### src/hpsd_pkg.sv
// Constants and types shared by the host port strobe decoder.
package hpsd_pkg;
	localparam int CLK_PERIOD_NS = 20;
	// Wait state that ready holds low after a separate-strobe strobe falls.
	localparam int RDY_WAIT_NS = 40;
	localparam int RDY_WAIT_CYC = (RDY_WAIT_NS + CLK_PERIOD_NS - 1) / CLK_PERIOD_NS;
	localparam int WAIT_W = 4;

	localparam logic [7:0] OFS_CTRL = 8'h00;
	localparam logic [7:0] OFS_RDATA = 8'h04;
	localparam logic [7:0] OFS_STATUS = 8'h08;
	localparam logic [7:0] OFS_ACCESS = 8'h0c;

	localparam logic [1:0] MODE_HW = 2'h0;
	localparam logic [1:0] MODE_SERIAL = 2'h1;
	localparam logic [1:0] MODE_PARALLEL = 2'h2;
	localparam logic [1:0] CTRL_RST = MODE_HW;
	localparam logic [7:0] RDATA_RST = 8'h00;

	// Bit of the serial command byte that marks a read.
	localparam int SER_RD_BIT = 7;
	localparam logic [2:0] SER_LAST_BIT = 3'h7;

	typedef struct packed {
		logic cs_n;
		logic tsel_hi;
		logic tsel_mid;
		logic tsel_lo;
		logic mux;
		logic style;
		logic oedge_sel;
		logic [4:0] a;
		logic [7:0] bus;
	} hpsd_pins_s;

	localparam hpsd_pins_s PINS_RST = '{cs_n: 1'b1, tsel_hi: 1'b1, tsel_mid: 1'b1,
		tsel_lo: 1'b1, default: '0};

	typedef struct packed {
		logic wr;
		logic rd;
		logic [4:0] addr;
		logic [7:0] data;
	} hpsd_acc_s;

	typedef struct packed {
		logic bus_oe;
		logic busy;
		logic oedge_sel;
		logic style;
		logic mux;
		logic [2:0] tmpl;
	} hpsd_stat_s;

	typedef enum logic [3:0] {
		ST_IDLE = 4'b0001,
		ST_CMD = 4'b0010,
		ST_DATA = 4'b0100,
		ST_DONE = 4'b1000
	} hpsd_ser_e;
endpackage

### src/hpsd_sync.sv
// Three-stage pin synchroniser with filtered level and edge pulses.
`timescale 1ns/100ps
module hpsd_sync #(
	parameter int WIDTH = 1,
	parameter logic [WIDTH-1:0] RST_VAL = '0
) (
	input wire logic hclk,
	input wire logic hresetn,
	input wire logic [WIDTH-1:0] pin,
	output logic [WIDTH-1:0] lvl_q,
	output logic [WIDTH-1:0] rise_q,
	output logic [WIDTH-1:0] fall_q
);
	logic [WIDTH-1:0] s1_q;
	logic [WIDTH-1:0] s2_q;
	logic [WIDTH-1:0] s3_q;
	logic [WIDTH-1:0] lvl_d;

	// A change counts only once the second and third stages agree.
	assign lvl_d = (~(s2_q ^ s3_q) & s3_q) | ((s2_q ^ s3_q) & lvl_q);

	always_ff @(posedge hclk or negedge hresetn)
	begin
		if (!hresetn)
		begin
			s1_q <= RST_VAL;
			s2_q <= RST_VAL;
			s3_q <= RST_VAL;
			lvl_q <= RST_VAL;
			rise_q <= '0;
			fall_q <= '0;
		end
		else
		begin
			s1_q <= pin;
			s2_q <= s1_q;
			s3_q <= s2_q;
			lvl_q <= lvl_d;
			rise_q <= lvl_d & ~lvl_q;
			fall_q <= ~lvl_d & lvl_q;
		end
	end
endmodule

### src/hpsd_host_port.sv
// Host port strobe decoder: serial and parallel host access plus template select.
//
// Local design decisions: the address map and the AHB-Lite register port.
`timescale 1ns/100ps
// How it works
// - Hardware mode takes a 3-bit template code, first pin MSB, third pin LSB.
// - Serial output shifts on falling clock edges if edge select high, rising if low.
// - Serial input is sampled on each rising shift-clock edge of the command and data bytes.
// - Separate-strobe mux mode latches bus bits 4:0 on address latch falling edge.
// - Direction-select mux mode latches bus bits 4:0 on address strobe falling edge.
// - Direction pin low means write, high means read.
// - Separate-strobe writes capture the data bus on write strobe rising edge.
// - Direction-select writes sample the data bus on data strobe rising edge.
// - Direction-select reads drive read data on data strobe rising edge.
// - Direction-select non-mux mode latches address bus on data strobe falling edge.
// - Bus style pin low selects separate buses, high selects multiplexed bus.
// - Host style pin low selects direction-select, high selects separate strobes.
// - Separate-strobe ready is low for wait states, high when the cycle may end.
module hpsd_host_port #(
	parameter int ADDR_W = 8
) (
	input wire logic hclk,
	input wire logic hresetn,
	input wire logic hsel,
	input wire logic [ADDR_W-1:0] haddr,
	input wire logic [1:0] htrans,
	input wire logic hwrite,
	input wire logic [2:0] hsize,
	input wire logic [31:0] hwdata,
	input wire logic hready,
	output logic [31:0] hrdata,
	output logic hreadyout,
	output logic hresp,
	input wire logic cs_n,
	input wire logic template_sel_msb,
	input wire logic template_sel_mid,
	input wire logic template_sel_lsb,
	input wire logic bus_mux_select,
	input wire logic host_style_select,
	input wire logic out_edge_select,
	input wire logic [4:0] addr_in,
	input wire logic [7:0] bus_in,
	output logic [7:0] bus_out,
	output logic bus_oe,
	output logic serial_out_line,
	output logic serial_out_oe,
	output logic ready_out,
	output logic [2:0] template_code,
	output hpsd_pkg::hpsd_acc_s acc
);
	////////////////////////////////////////////////////////////////////////////
	// Pin synchronisers.
	hpsd_pkg::hpsd_pins_s pins;
	hpsd_pkg::hpsd_pins_s lv;
	hpsd_pkg::hpsd_pins_s rs;
	hpsd_pkg::hpsd_pins_s fl;

	assign pins = {cs_n, template_sel_msb, template_sel_mid, template_sel_lsb,
		bus_mux_select, host_style_select, out_edge_select, addr_in, bus_in};

	hpsd_sync #(
		.WIDTH($bits(hpsd_pkg::hpsd_pins_s)),
		.RST_VAL(hpsd_pkg::PINS_RST)
	) u_sync (
		.hclk(hclk),
		.hresetn(hresetn),
		.pin(pins),
		.lvl_q(lv),
		.rise_q(rs),
		.fall_q(fl)
	);

	////////////////////////////////////////////////////////////////////////////
	// Mode decode and strobe events.
	logic [1:0] mode_q;
	logic [1:0] mode_d;
	logic [7:0] rdata_q;
	logic [7:0] rdata_d;
	logic hw;
	logic ser;
	logic ss;
	logic dsel;
	logic mux;
	logic cs_act;
	logic ale_f;
	logic as_f;
	logic wr_f;
	logic wr_r;
	logic rd_f;
	logic dstr_f;
	logic dstr_r;
	logic sclk_r;
	logic sclk_f;

	assign hw = mode_q == hpsd_pkg::MODE_HW;
	assign ser = mode_q == hpsd_pkg::MODE_SERIAL;
	assign ss = (mode_q == hpsd_pkg::MODE_PARALLEL) && lv.style;
	assign dsel = (mode_q == hpsd_pkg::MODE_PARALLEL) && !lv.style;
	assign mux = lv.mux;
	assign cs_act = !lv.cs_n && !hw;
	assign ale_f = ss && mux && cs_act && fl.tsel_hi;
	assign as_f = dsel && mux && cs_act && fl.tsel_hi;
	assign wr_f = ss && cs_act && fl.tsel_lo;
	assign wr_r = ss && cs_act && rs.tsel_lo;
	assign rd_f = ss && cs_act && fl.tsel_mid;
	assign dstr_f = dsel && cs_act && fl.tsel_lo;
	assign dstr_r = dsel && cs_act && rs.tsel_lo;
	assign sclk_r = ser && cs_act && rs.tsel_hi;
	assign sclk_f = ser && cs_act && fl.tsel_hi;

	////////////////////////////////////////////////////////////////////////////
	// Parallel address latch.
	logic [4:0] paddr_q;

	always_ff @(posedge hclk or negedge hresetn)
	begin
		if (!hresetn)
			paddr_q <= '0;
		else if (ale_f || as_f)
			paddr_q <= lv.bus[4:0];
		else if (dsel && !mux && dstr_f)
			paddr_q <= lv.a;
		else if (ss && !mux && (wr_f || rd_f))
			paddr_q <= lv.a;
	end

	////////////////////////////////////////////////////////////////////////////
	// Parallel read drive. Direction-select reads hold the bus until chip select rises.
	logic par_oe_q;
	logic [7:0] pout_q;

	always_ff @(posedge hclk or negedge hresetn)
	begin
		if (!hresetn)
		begin
			par_oe_q <= 1'b0;
			pout_q <= '0;
		end
		else if (ss && cs_act && !lv.tsel_mid)
		begin
			par_oe_q <= 1'b1;
			pout_q <= rdata_q;
		end
		else if (dstr_r && lv.tsel_mid)
		begin
			par_oe_q <= 1'b1;
			pout_q <= rdata_q;
		end
		else if (!cs_act || !dsel)
			par_oe_q <= 1'b0;
	end

	assign bus_out = pout_q;
	assign bus_oe = par_oe_q;

	////////////////////////////////////////////////////////////////////////////
	// Ready: a fixed wait state after each separate-strobe strobe falls.
	logic [hpsd_pkg::WAIT_W-1:0] wcnt_q;

	always_ff @(posedge hclk or negedge hresetn)
	begin
		if (!hresetn)
			wcnt_q <= '0;
		else if (rd_f || wr_f)
			wcnt_q <= hpsd_pkg::WAIT_W'(hpsd_pkg::RDY_WAIT_CYC);
		else if (wcnt_q != '0)
			wcnt_q <= wcnt_q - 1'b1;
	end

	assign ready_out = !(ss && cs_act && (wcnt_q != '0));

	////////////////////////////////////////////////////////////////////////////
	// Serial frame: command byte then data byte, both most significant bit first.
	hpsd_pkg::hpsd_ser_e st_q;
	logic [2:0] bcnt_q;
	logic [7:0] ssr_q;
	logic [7:0] sin_byte;
	logic ser_rd_q;
	logic [4:0] saddr_q;
	logic cmd_end;
	logic data_end;

	assign sin_byte = {ssr_q[6:0], lv.tsel_lo};
	assign cmd_end = sclk_r && (st_q == hpsd_pkg::ST_CMD) && (bcnt_q == hpsd_pkg::SER_LAST_BIT);
	assign data_end = sclk_r && (st_q == hpsd_pkg::ST_DATA) && (bcnt_q == hpsd_pkg::SER_LAST_BIT);

	always_ff @(posedge hclk or negedge hresetn)
	begin
		if (!hresetn)
		begin
			st_q <= hpsd_pkg::ST_IDLE;
			bcnt_q <= '0;
		end
		else if (!ser || !cs_act)
		begin
			st_q <= hpsd_pkg::ST_IDLE;
			bcnt_q <= '0;
		end
		else
		begin
			case (st_q)
				hpsd_pkg::ST_IDLE: st_q <= hpsd_pkg::ST_CMD;
				hpsd_pkg::ST_CMD, hpsd_pkg::ST_DATA:
				begin
					if (sclk_r)
						bcnt_q <= bcnt_q + 3'h1;
					if (cmd_end)
						st_q <= hpsd_pkg::ST_DATA;
					else if (data_end)
						st_q <= hpsd_pkg::ST_DONE;
				end
				hpsd_pkg::ST_DONE: st_q <= hpsd_pkg::ST_DONE;
				default: st_q <= hpsd_pkg::ST_IDLE;
			endcase
		end
	end

	always_ff @(posedge hclk or negedge hresetn)
	begin
		if (!hresetn)
		begin
			ssr_q <= '0;
			ser_rd_q <= 1'b0;
			saddr_q <= '0;
		end
		else
		begin
			if (sclk_r && (st_q == hpsd_pkg::ST_CMD || st_q == hpsd_pkg::ST_DATA))
				ssr_q <= sin_byte;
			if (cmd_end)
			begin
				ser_rd_q <= sin_byte[hpsd_pkg::SER_RD_BIT];
				saddr_q <= sin_byte[4:0];
			end
		end
	end

	////////////////////////////////////////////////////////////////////////////
	// Serial output. Writes drive zero during the data byte.
	logic so_q;
	logic so_oe_q;
	logic [7:0] osr_q;
	logic [7:0] so_load;
	logic oedge;

	assign so_load = sin_byte[hpsd_pkg::SER_RD_BIT] ? rdata_q : 8'h00;
	assign oedge = lv.oedge_sel ? sclk_f : sclk_r;

	always_ff @(posedge hclk or negedge hresetn)
	begin
		if (!hresetn)
		begin
			so_q <= 1'b0;
			osr_q <= '0;
		end
		else if (cmd_end)
		begin
			if (lv.oedge_sel)
				osr_q <= so_load;
			else
			begin
				so_q <= so_load[7];
				osr_q <= {so_load[6:0], 1'b0};
			end
		end
		else if (oedge && st_q == hpsd_pkg::ST_DATA)
		begin
			so_q <= osr_q[7];
			osr_q <= {osr_q[6:0], 1'b0};
		end
	end

	always_ff @(posedge hclk or negedge hresetn)
	begin
		if (!hresetn)
			so_oe_q <= 1'b0;
		else
			so_oe_q <= ser && cs_act && (st_q == hpsd_pkg::ST_DATA || st_q == hpsd_pkg::ST_DONE);
	end

	assign serial_out_line = so_q;
	assign serial_out_oe = so_oe_q;

	////////////////////////////////////////////////////////////////////////////
	// Access events towards the register file.
	hpsd_pkg::hpsd_acc_s acc_q;

	always_ff @(posedge hclk or negedge hresetn)
	begin
		if (!hresetn)
			acc_q <= '0;
		else
		begin
			acc_q.wr <= 1'b0;
			acc_q.rd <= 1'b0;
			if (wr_r || (dstr_r && !lv.tsel_mid))
			begin
				acc_q.wr <= 1'b1;
				acc_q.addr <= paddr_q;
				acc_q.data <= lv.bus;
			end
			else if (rd_f || (dstr_f && lv.tsel_mid))
			begin
				acc_q.rd <= 1'b1;
				acc_q.addr <= mux ? paddr_q : lv.a;
				acc_q.data <= rdata_q;
			end
			else if (data_end && !ser_rd_q)
			begin
				acc_q.wr <= 1'b1;
				acc_q.addr <= saddr_q;
				acc_q.data <= sin_byte;
			end
			else if (cmd_end && sin_byte[hpsd_pkg::SER_RD_BIT])
			begin
				acc_q.rd <= 1'b1;
				acc_q.addr <= sin_byte[4:0];
				acc_q.data <= rdata_q;
			end
		end
	end

	assign acc = acc_q;

	////////////////////////////////////////////////////////////////////////////
	// Hardware template select.
	logic [2:0] tmpl_q;

	always_ff @(posedge hclk or negedge hresetn)
	begin
		if (!hresetn)
			tmpl_q <= '0;
		else if (hw)
			tmpl_q <= {lv.tsel_hi, lv.tsel_mid, lv.tsel_lo};
	end

	assign template_code = tmpl_q;

	////////////////////////////////////////////////////////////////////////////
	// AHB-Lite slave: zero wait states, always OKAY.
	logic aphase;
	logic wpend_q;
	logic [7:0] waddr_q;
	logic [31:0] hrdata_q;
	logic [31:0] rd_val;
	hpsd_pkg::hpsd_stat_s stat;

	assign aphase = hsel && htrans[1] && hready;
	assign hreadyout = 1'b1;
	assign hresp = 1'b0;
	assign hrdata = hrdata_q;
	assign stat = {par_oe_q, st_q != hpsd_pkg::ST_IDLE, lv.oedge_sel, lv.style, lv.mux, tmpl_q};

	always_ff @(posedge hclk or negedge hresetn)
	begin
		if (!hresetn)
		begin
			wpend_q <= 1'b0;
			waddr_q <= '0;
		end
		else
		begin
			wpend_q <= aphase && hwrite;
			if (aphase)
				waddr_q <= haddr[7:0];
		end
	end

	// Next values also feed reads, so a read right behind a write sees the new data.
	always_comb
	begin
		mode_d = mode_q;
		rdata_d = rdata_q;
		if (wpend_q && waddr_q == hpsd_pkg::OFS_CTRL)
			mode_d = hwdata[1:0];
		if (wpend_q && waddr_q == hpsd_pkg::OFS_RDATA)
			rdata_d = hwdata[7:0];
	end

	always_ff @(posedge hclk or negedge hresetn)
	begin
		if (!hresetn)
		begin
			mode_q <= hpsd_pkg::CTRL_RST;
			rdata_q <= hpsd_pkg::RDATA_RST;
		end
		else
		begin
			mode_q <= mode_d;
			rdata_q <= rdata_d;
		end
	end

	always_comb
	begin
		rd_val = '0;
		case (haddr[7:0])
			hpsd_pkg::OFS_CTRL: rd_val = 32'(mode_d);
			hpsd_pkg::OFS_RDATA: rd_val = 32'(rdata_d);
			hpsd_pkg::OFS_STATUS: rd_val = 32'(stat);
			hpsd_pkg::OFS_ACCESS: rd_val = 32'({acc_q.addr, acc_q.data});
			default: rd_val = '0;
		endcase
	end

	always_ff @(posedge hclk or negedge hresetn)
	begin
		if (!hresetn)
			hrdata_q <= '0;
		else if (aphase && !hwrite)
			hrdata_q <= rd_val;
	end
endmodule

### config.mk
export PLATFORM = sky130hd
export DESIGN_NAME = hpsd_host_port
export DESIGN_NICKNAME = d
export VERILOG_FILES = /design/src/hpsd_pkg.sv /design/src/hpsd_sync.sv /design/src/hpsd_host_port.sv
export SDC_FILE = /design/constraint.sdc
export NUM_CORES = 1
export LEC_CHECK = 0
export BUFFER_PORTS_ARGS = -buffer_cell sky130_fd_sc_hd__buf_4
export CORE_ASPECT_RATIO = 0.9
export CORE_UTILIZATION = 35
export CTS_BUF_LIST = sky130_fd_sc_hd__clkbuf_8 sky130_fd_sc_hd__clkbuf_16
export DETAILED_ROUTE_END_ITERATION = 16
export RECOVER_POWER = 50
export SETUP_SLACK_MARGIN = 0.4
export SKIP_CTS_REPAIR_TIMING = 1
export SYNTH_ARGS = -nofsm -noshare
export SYNTH_HDL_FRONTEND = slang
export SYNTH_SLANG_ARGS = --single-unit
export TNS_END_PERCENT = 1
### constraint.sdc
create_clock -name hclk -period 2.36 [get_ports hclk]
set_clock_uncertainty 0.05 [all_clocks]
set_input_delay 0.472 -clock hclk [delete_from_list [all_inputs] [get_ports hclk]]
set_output_delay 0.472 -clock hclk [all_outputs]
set_load 0.02 [all_outputs]
==> results.txt <==
----------------------------------------------------
[Timing]
  Fin crit period ... ~2.2 ns
  Max Slew Vio Count ... 0
  Maximum operating frequency ... roughly 460 MHz
  Setup TNS after final layout ... 0 ns
  Transition at the pin with the smallest max-transition slack ... roughly 1.4 ns
  Final worst path period share ... 0.919
  RSZ-0062 raised after global routing ... yes
  Slew margin rel. ... 0.0879
  Final setup violation count ... 0
  Total count of hold-check failures in the final report ... 0
  Post-route worst hold slack ... approximately 0.11 ns

[Yosys]
  XOR/XNOR Fraction of Synth Area ... 0.00358
  Leading area contributor after synthesis ... dfrtp_1
  Distinct cell type count after synthesis ... 58
  Post-synthesis adder-cell area fraction ... 0.0297
  Number of enable-type register cells in the synthesized netlist ... 0
  Most used flip-flop cell after synthesis ... dfrtp_1
  Most numerous cell in the Yosys netlist ... dfrtp_1
  Largest family of logic cells by synthesized area ... multiplexers
  Synth area leaders ... dfrtp_1 57%, mux2_2 8.3%, dfstp_2 6.1%
  Most frequent cells after synthesis ... 166 x dfrtp_1, 54 x mux2_2, 39 x a21oi_1, 39 x nand2_1, 35 x nor2_1
  Post-synthesis instance area ... between 7000 and 8000 um2
  Sequential fraction of the synthesis area ... 0.627
  Compound-cell area share of the yosys netlist ... 0.0909
  Synthesized-area fraction occupied by and/or/nand/nor cells ... 0.102
  Synth top area share ... 0.566
  Post-synthesis async set-or-reset flop share ... 1.00
  Syn Inst Count ... approximately 580
  Number of warnings reported in the yosys synthesis log ... 0
  Mux cell area share after synthesis ... 0.105
  Average cell area after synthesis ... approximately 13 um2
  Post-synthesis register bit count ... approximately 180

[Floorplan]
  Initial core utilization ... 0.362
  Core region area ... approximately 20000 um2
  Die Footprint ... between 20000 and 25000 um2
  IO Pins ... around 130
  Total number of placement rows ... between 40 and 50
  Die X-Extent ... between 150 and 200 um
  Height of the die ... 139 um

[Global route]
  Largest net degree at the start of global routing ... 56
  Number of global-route vias before repair ... approximately 5000
  GR Util All Layers ... 0.161
  GRT Residual Overflow ... 0
  Number of antenna violations at the first check in global routing ... 0
  Global-route wire length before repair ... around 27 mm

[Pwr]
  Maximum resistive drop on vdd ... between 0.0004 and 0.0005 V
  Leakage Power ... ~0.0041 uW
  Power per Cell Area ... 878 nW/um2

[Clocking]
  Sink count of the clock tree ... approximately 180
  Worst-path clk slew ... ~0.070 ns
  CTS Buf Count ... 17
  Max Buffers Root-to-Sink ... 2
  Worst skew pair latency ... around 0.42 ns
  H-tree depth reported by CTS ... 4
  Clock Tree Root ... clkbuf_16
  TritonCTS clock tree ... built

[Worst setup path]
  Number of buffers and inverters on the critical path ... 1
  Biggest fanout along the worst timing path ... 7
  Data arrival at the endpoint of the critical path ... 2.43 ns
  Slowest-stage cell, CP ... dfrtp_1
  Critical-path cell list ... or3b_4, or3_4, nor3_4, buf_6, mux2i_1, o21ai_2
  Launching element type of the critical path ... flop
  Worst path depth ... 6
  Kind of critical path ... flop to flop
  Data required time of the critical path ... 2.62 ns
  Kind of cell adding the most delay to the critical path ... simple AND/OR/NAND/NOR gates
  Sort of element at the end of the critical path ... flop
  Number of cells on the worst reg-to-reg path ... 6
  Delay of the slowest cell on the worst path ... approximately 0.48 ns

[Route]
  DRC violations left ... 0
  Vias per Instance ... around 4.9
  Detailed router's first-iteration violation count ... ~330
  Routed len/inst ... roughly 17 um
  Number of vias in the routed layout ... 4772
  Post-route ant nets ... 0
  Final Routed Wirelength ... ~16 mm
  First-pass iteration count of the detailed router ... 5

[Placement]
  Placer congestion estimate ... about 0.8
  HPWL after detailed placement ... between 10 and 15 mm
  Number of buffers added on ports ... 84

[Flow run]
  Number of violations of the max-capacitance limit ... 0

[Finish]
  Share of final-layout standard cells stronger than drive strength 1 ... 0.329
  Total Nets Final ... ~760
  Area growth from synthesis to final layout ... 22.7%
  Fill cells ... ~1800
  Diode count ... 0

[Worst hold path]
  Cell count of the worst hold path ... 1
  Worst hold path type ... input pin to flop

[Run status]
  Status ... completed

----------------------------------------------------
## placed cells by master (no fill, tap or decap), types with 3 or more instances in the layout
| master | instances |
|---|---|
| maj3_1 | 18 |
| a21oi_1 | 39 |
| o21ai_1 | 3 |
| conb_1 | 21 |
| a222oi_1 | 9 |
| nand2b_1 | 9 |
| dfrtp_1 | 165 |
| nor3b_1 | 5 |
| nand2_1 | 39 |
| bufinv_16 | 3 |
| a21o_1 | 6 |
| a22o_1 | 5 |
| clkinv_4 | 4 |
| clkbuf_16 | 17 |
| o22a_1 | 5 |
| mux2i_1 | 15 |
| and2_1 | 4 |
| o21ai_2 | 7 |
| clkbuf_4 | 21 |
| and3b_1 | 4 |
| nand3_1 | 15 |
| mux2_2 | 54 |
| nor2_1 | 35 |
| ha_1 | 3 |
| nand4_1 | 3 |
| o21ai_0 | 13 |
| inv_1 | 10 |
| nor3_1 | 6 |
| dfstp_2 | 10 |
| inv_6 | 3 |
| dfstp_1 | 7 |
| buf_4 | 86 |
## worst paths after layout
path	from	endpoint	slack, ns
worst max-delay path	mode_q[0]	osr_q[7]	0.19
worst min-delay path	cs_n	u_sync.s1_q[19]	0.11
worst max register to register	mode_q[0]	osr_q[7]	0.19
worst min register to register	u_sync.s1_q[10]	u_sync.s2_q[10]	0.30
max in group asynchronous	hresetn	u_sync.s3_q[18]	0.43
min in group asynchronous	hresetn	u_sync.s1_q[12]	0.85
## registers in the layout, summed over array words and instances (netlist names), 2 cells and up, named ones only
signal,cells
u_sync.s1_q,20
u_sync.s2_q,20
u_sync.s3_q,20
acc,15
hrdata,13
bus_out,8
osr_q,8
rdata_q,8
waddr_q,8
ssr_q,7
paddr_q,5
saddr_q,5
st_q,4
wcnt_q,4
bcnt_q,3
template_code,3
u_sync.fall_q,3
u_sync.lvl_q,3
mode_q,2
u_sync.rise_q,2
## metal layers
| metal | wire length [um] | global-route usage |
|---|---|---|
| met1 | 7290 | 0.208 |
| met2 | 8160 | 0.270 |
| met3 | 672 | 0.0374 |
| met4 | 214 | 0.0459 |
| met5 | 0 | 0 |
## per-stage QoR
stage,cells,setup slack (ns),power (uW),utilization,area [um2]
final,975,0.192,7910,0.444,9010
after CTS,971,0.120,8010,0.441,8960
after global routing,975,0.134,8280,0.444,9010
after detailed placement,939,0.0453,5070,0.411,8340
after global placement,939,0.129,5010,0.411,8340
after floorplan,595,0.343,4480,-,7410
## where the power goes
group	total, uW	switching (uW)	internal, uW
clock network	2910	1200	1700
registers	3840	332	3510
logic	1160	615	546
total	7910	2150	5760
## layout make-up
class                           instances  area (um2)  area share
Timing Repair Buffer                  114         877      0.0974
Multi-Input combinational cell        357        2530       0.281
Clock inverter                         14         173      0.0192
Clock buffer                           18         439      0.0487
Tap cell                              280         350      0.0389
Inverter                                9        33.8     0.00375
Sequential cell                       183        4600       0.511
## logic make-up (layout without fill, tap and decap cells)
kind of cell	Yosys count	in the layout
other cells	2	21
buf+inv	55	155
xor+xnor	3	3
simple gates	143	143
mux	70	70
compound gates	99	99
fa+ha+maj	21	21
flops	183	183
## worst reg2reg max path, stage by stage, from the launching register on
cell	delay [ns]
dfrtp_1	0.48
or3b_4	0.47
or3_4	0.37
nor3_4	0.18
buf_6	0.17
mux2i_1	0.26
o21ai_2	0.07
(Power assumes the default switching activity.)
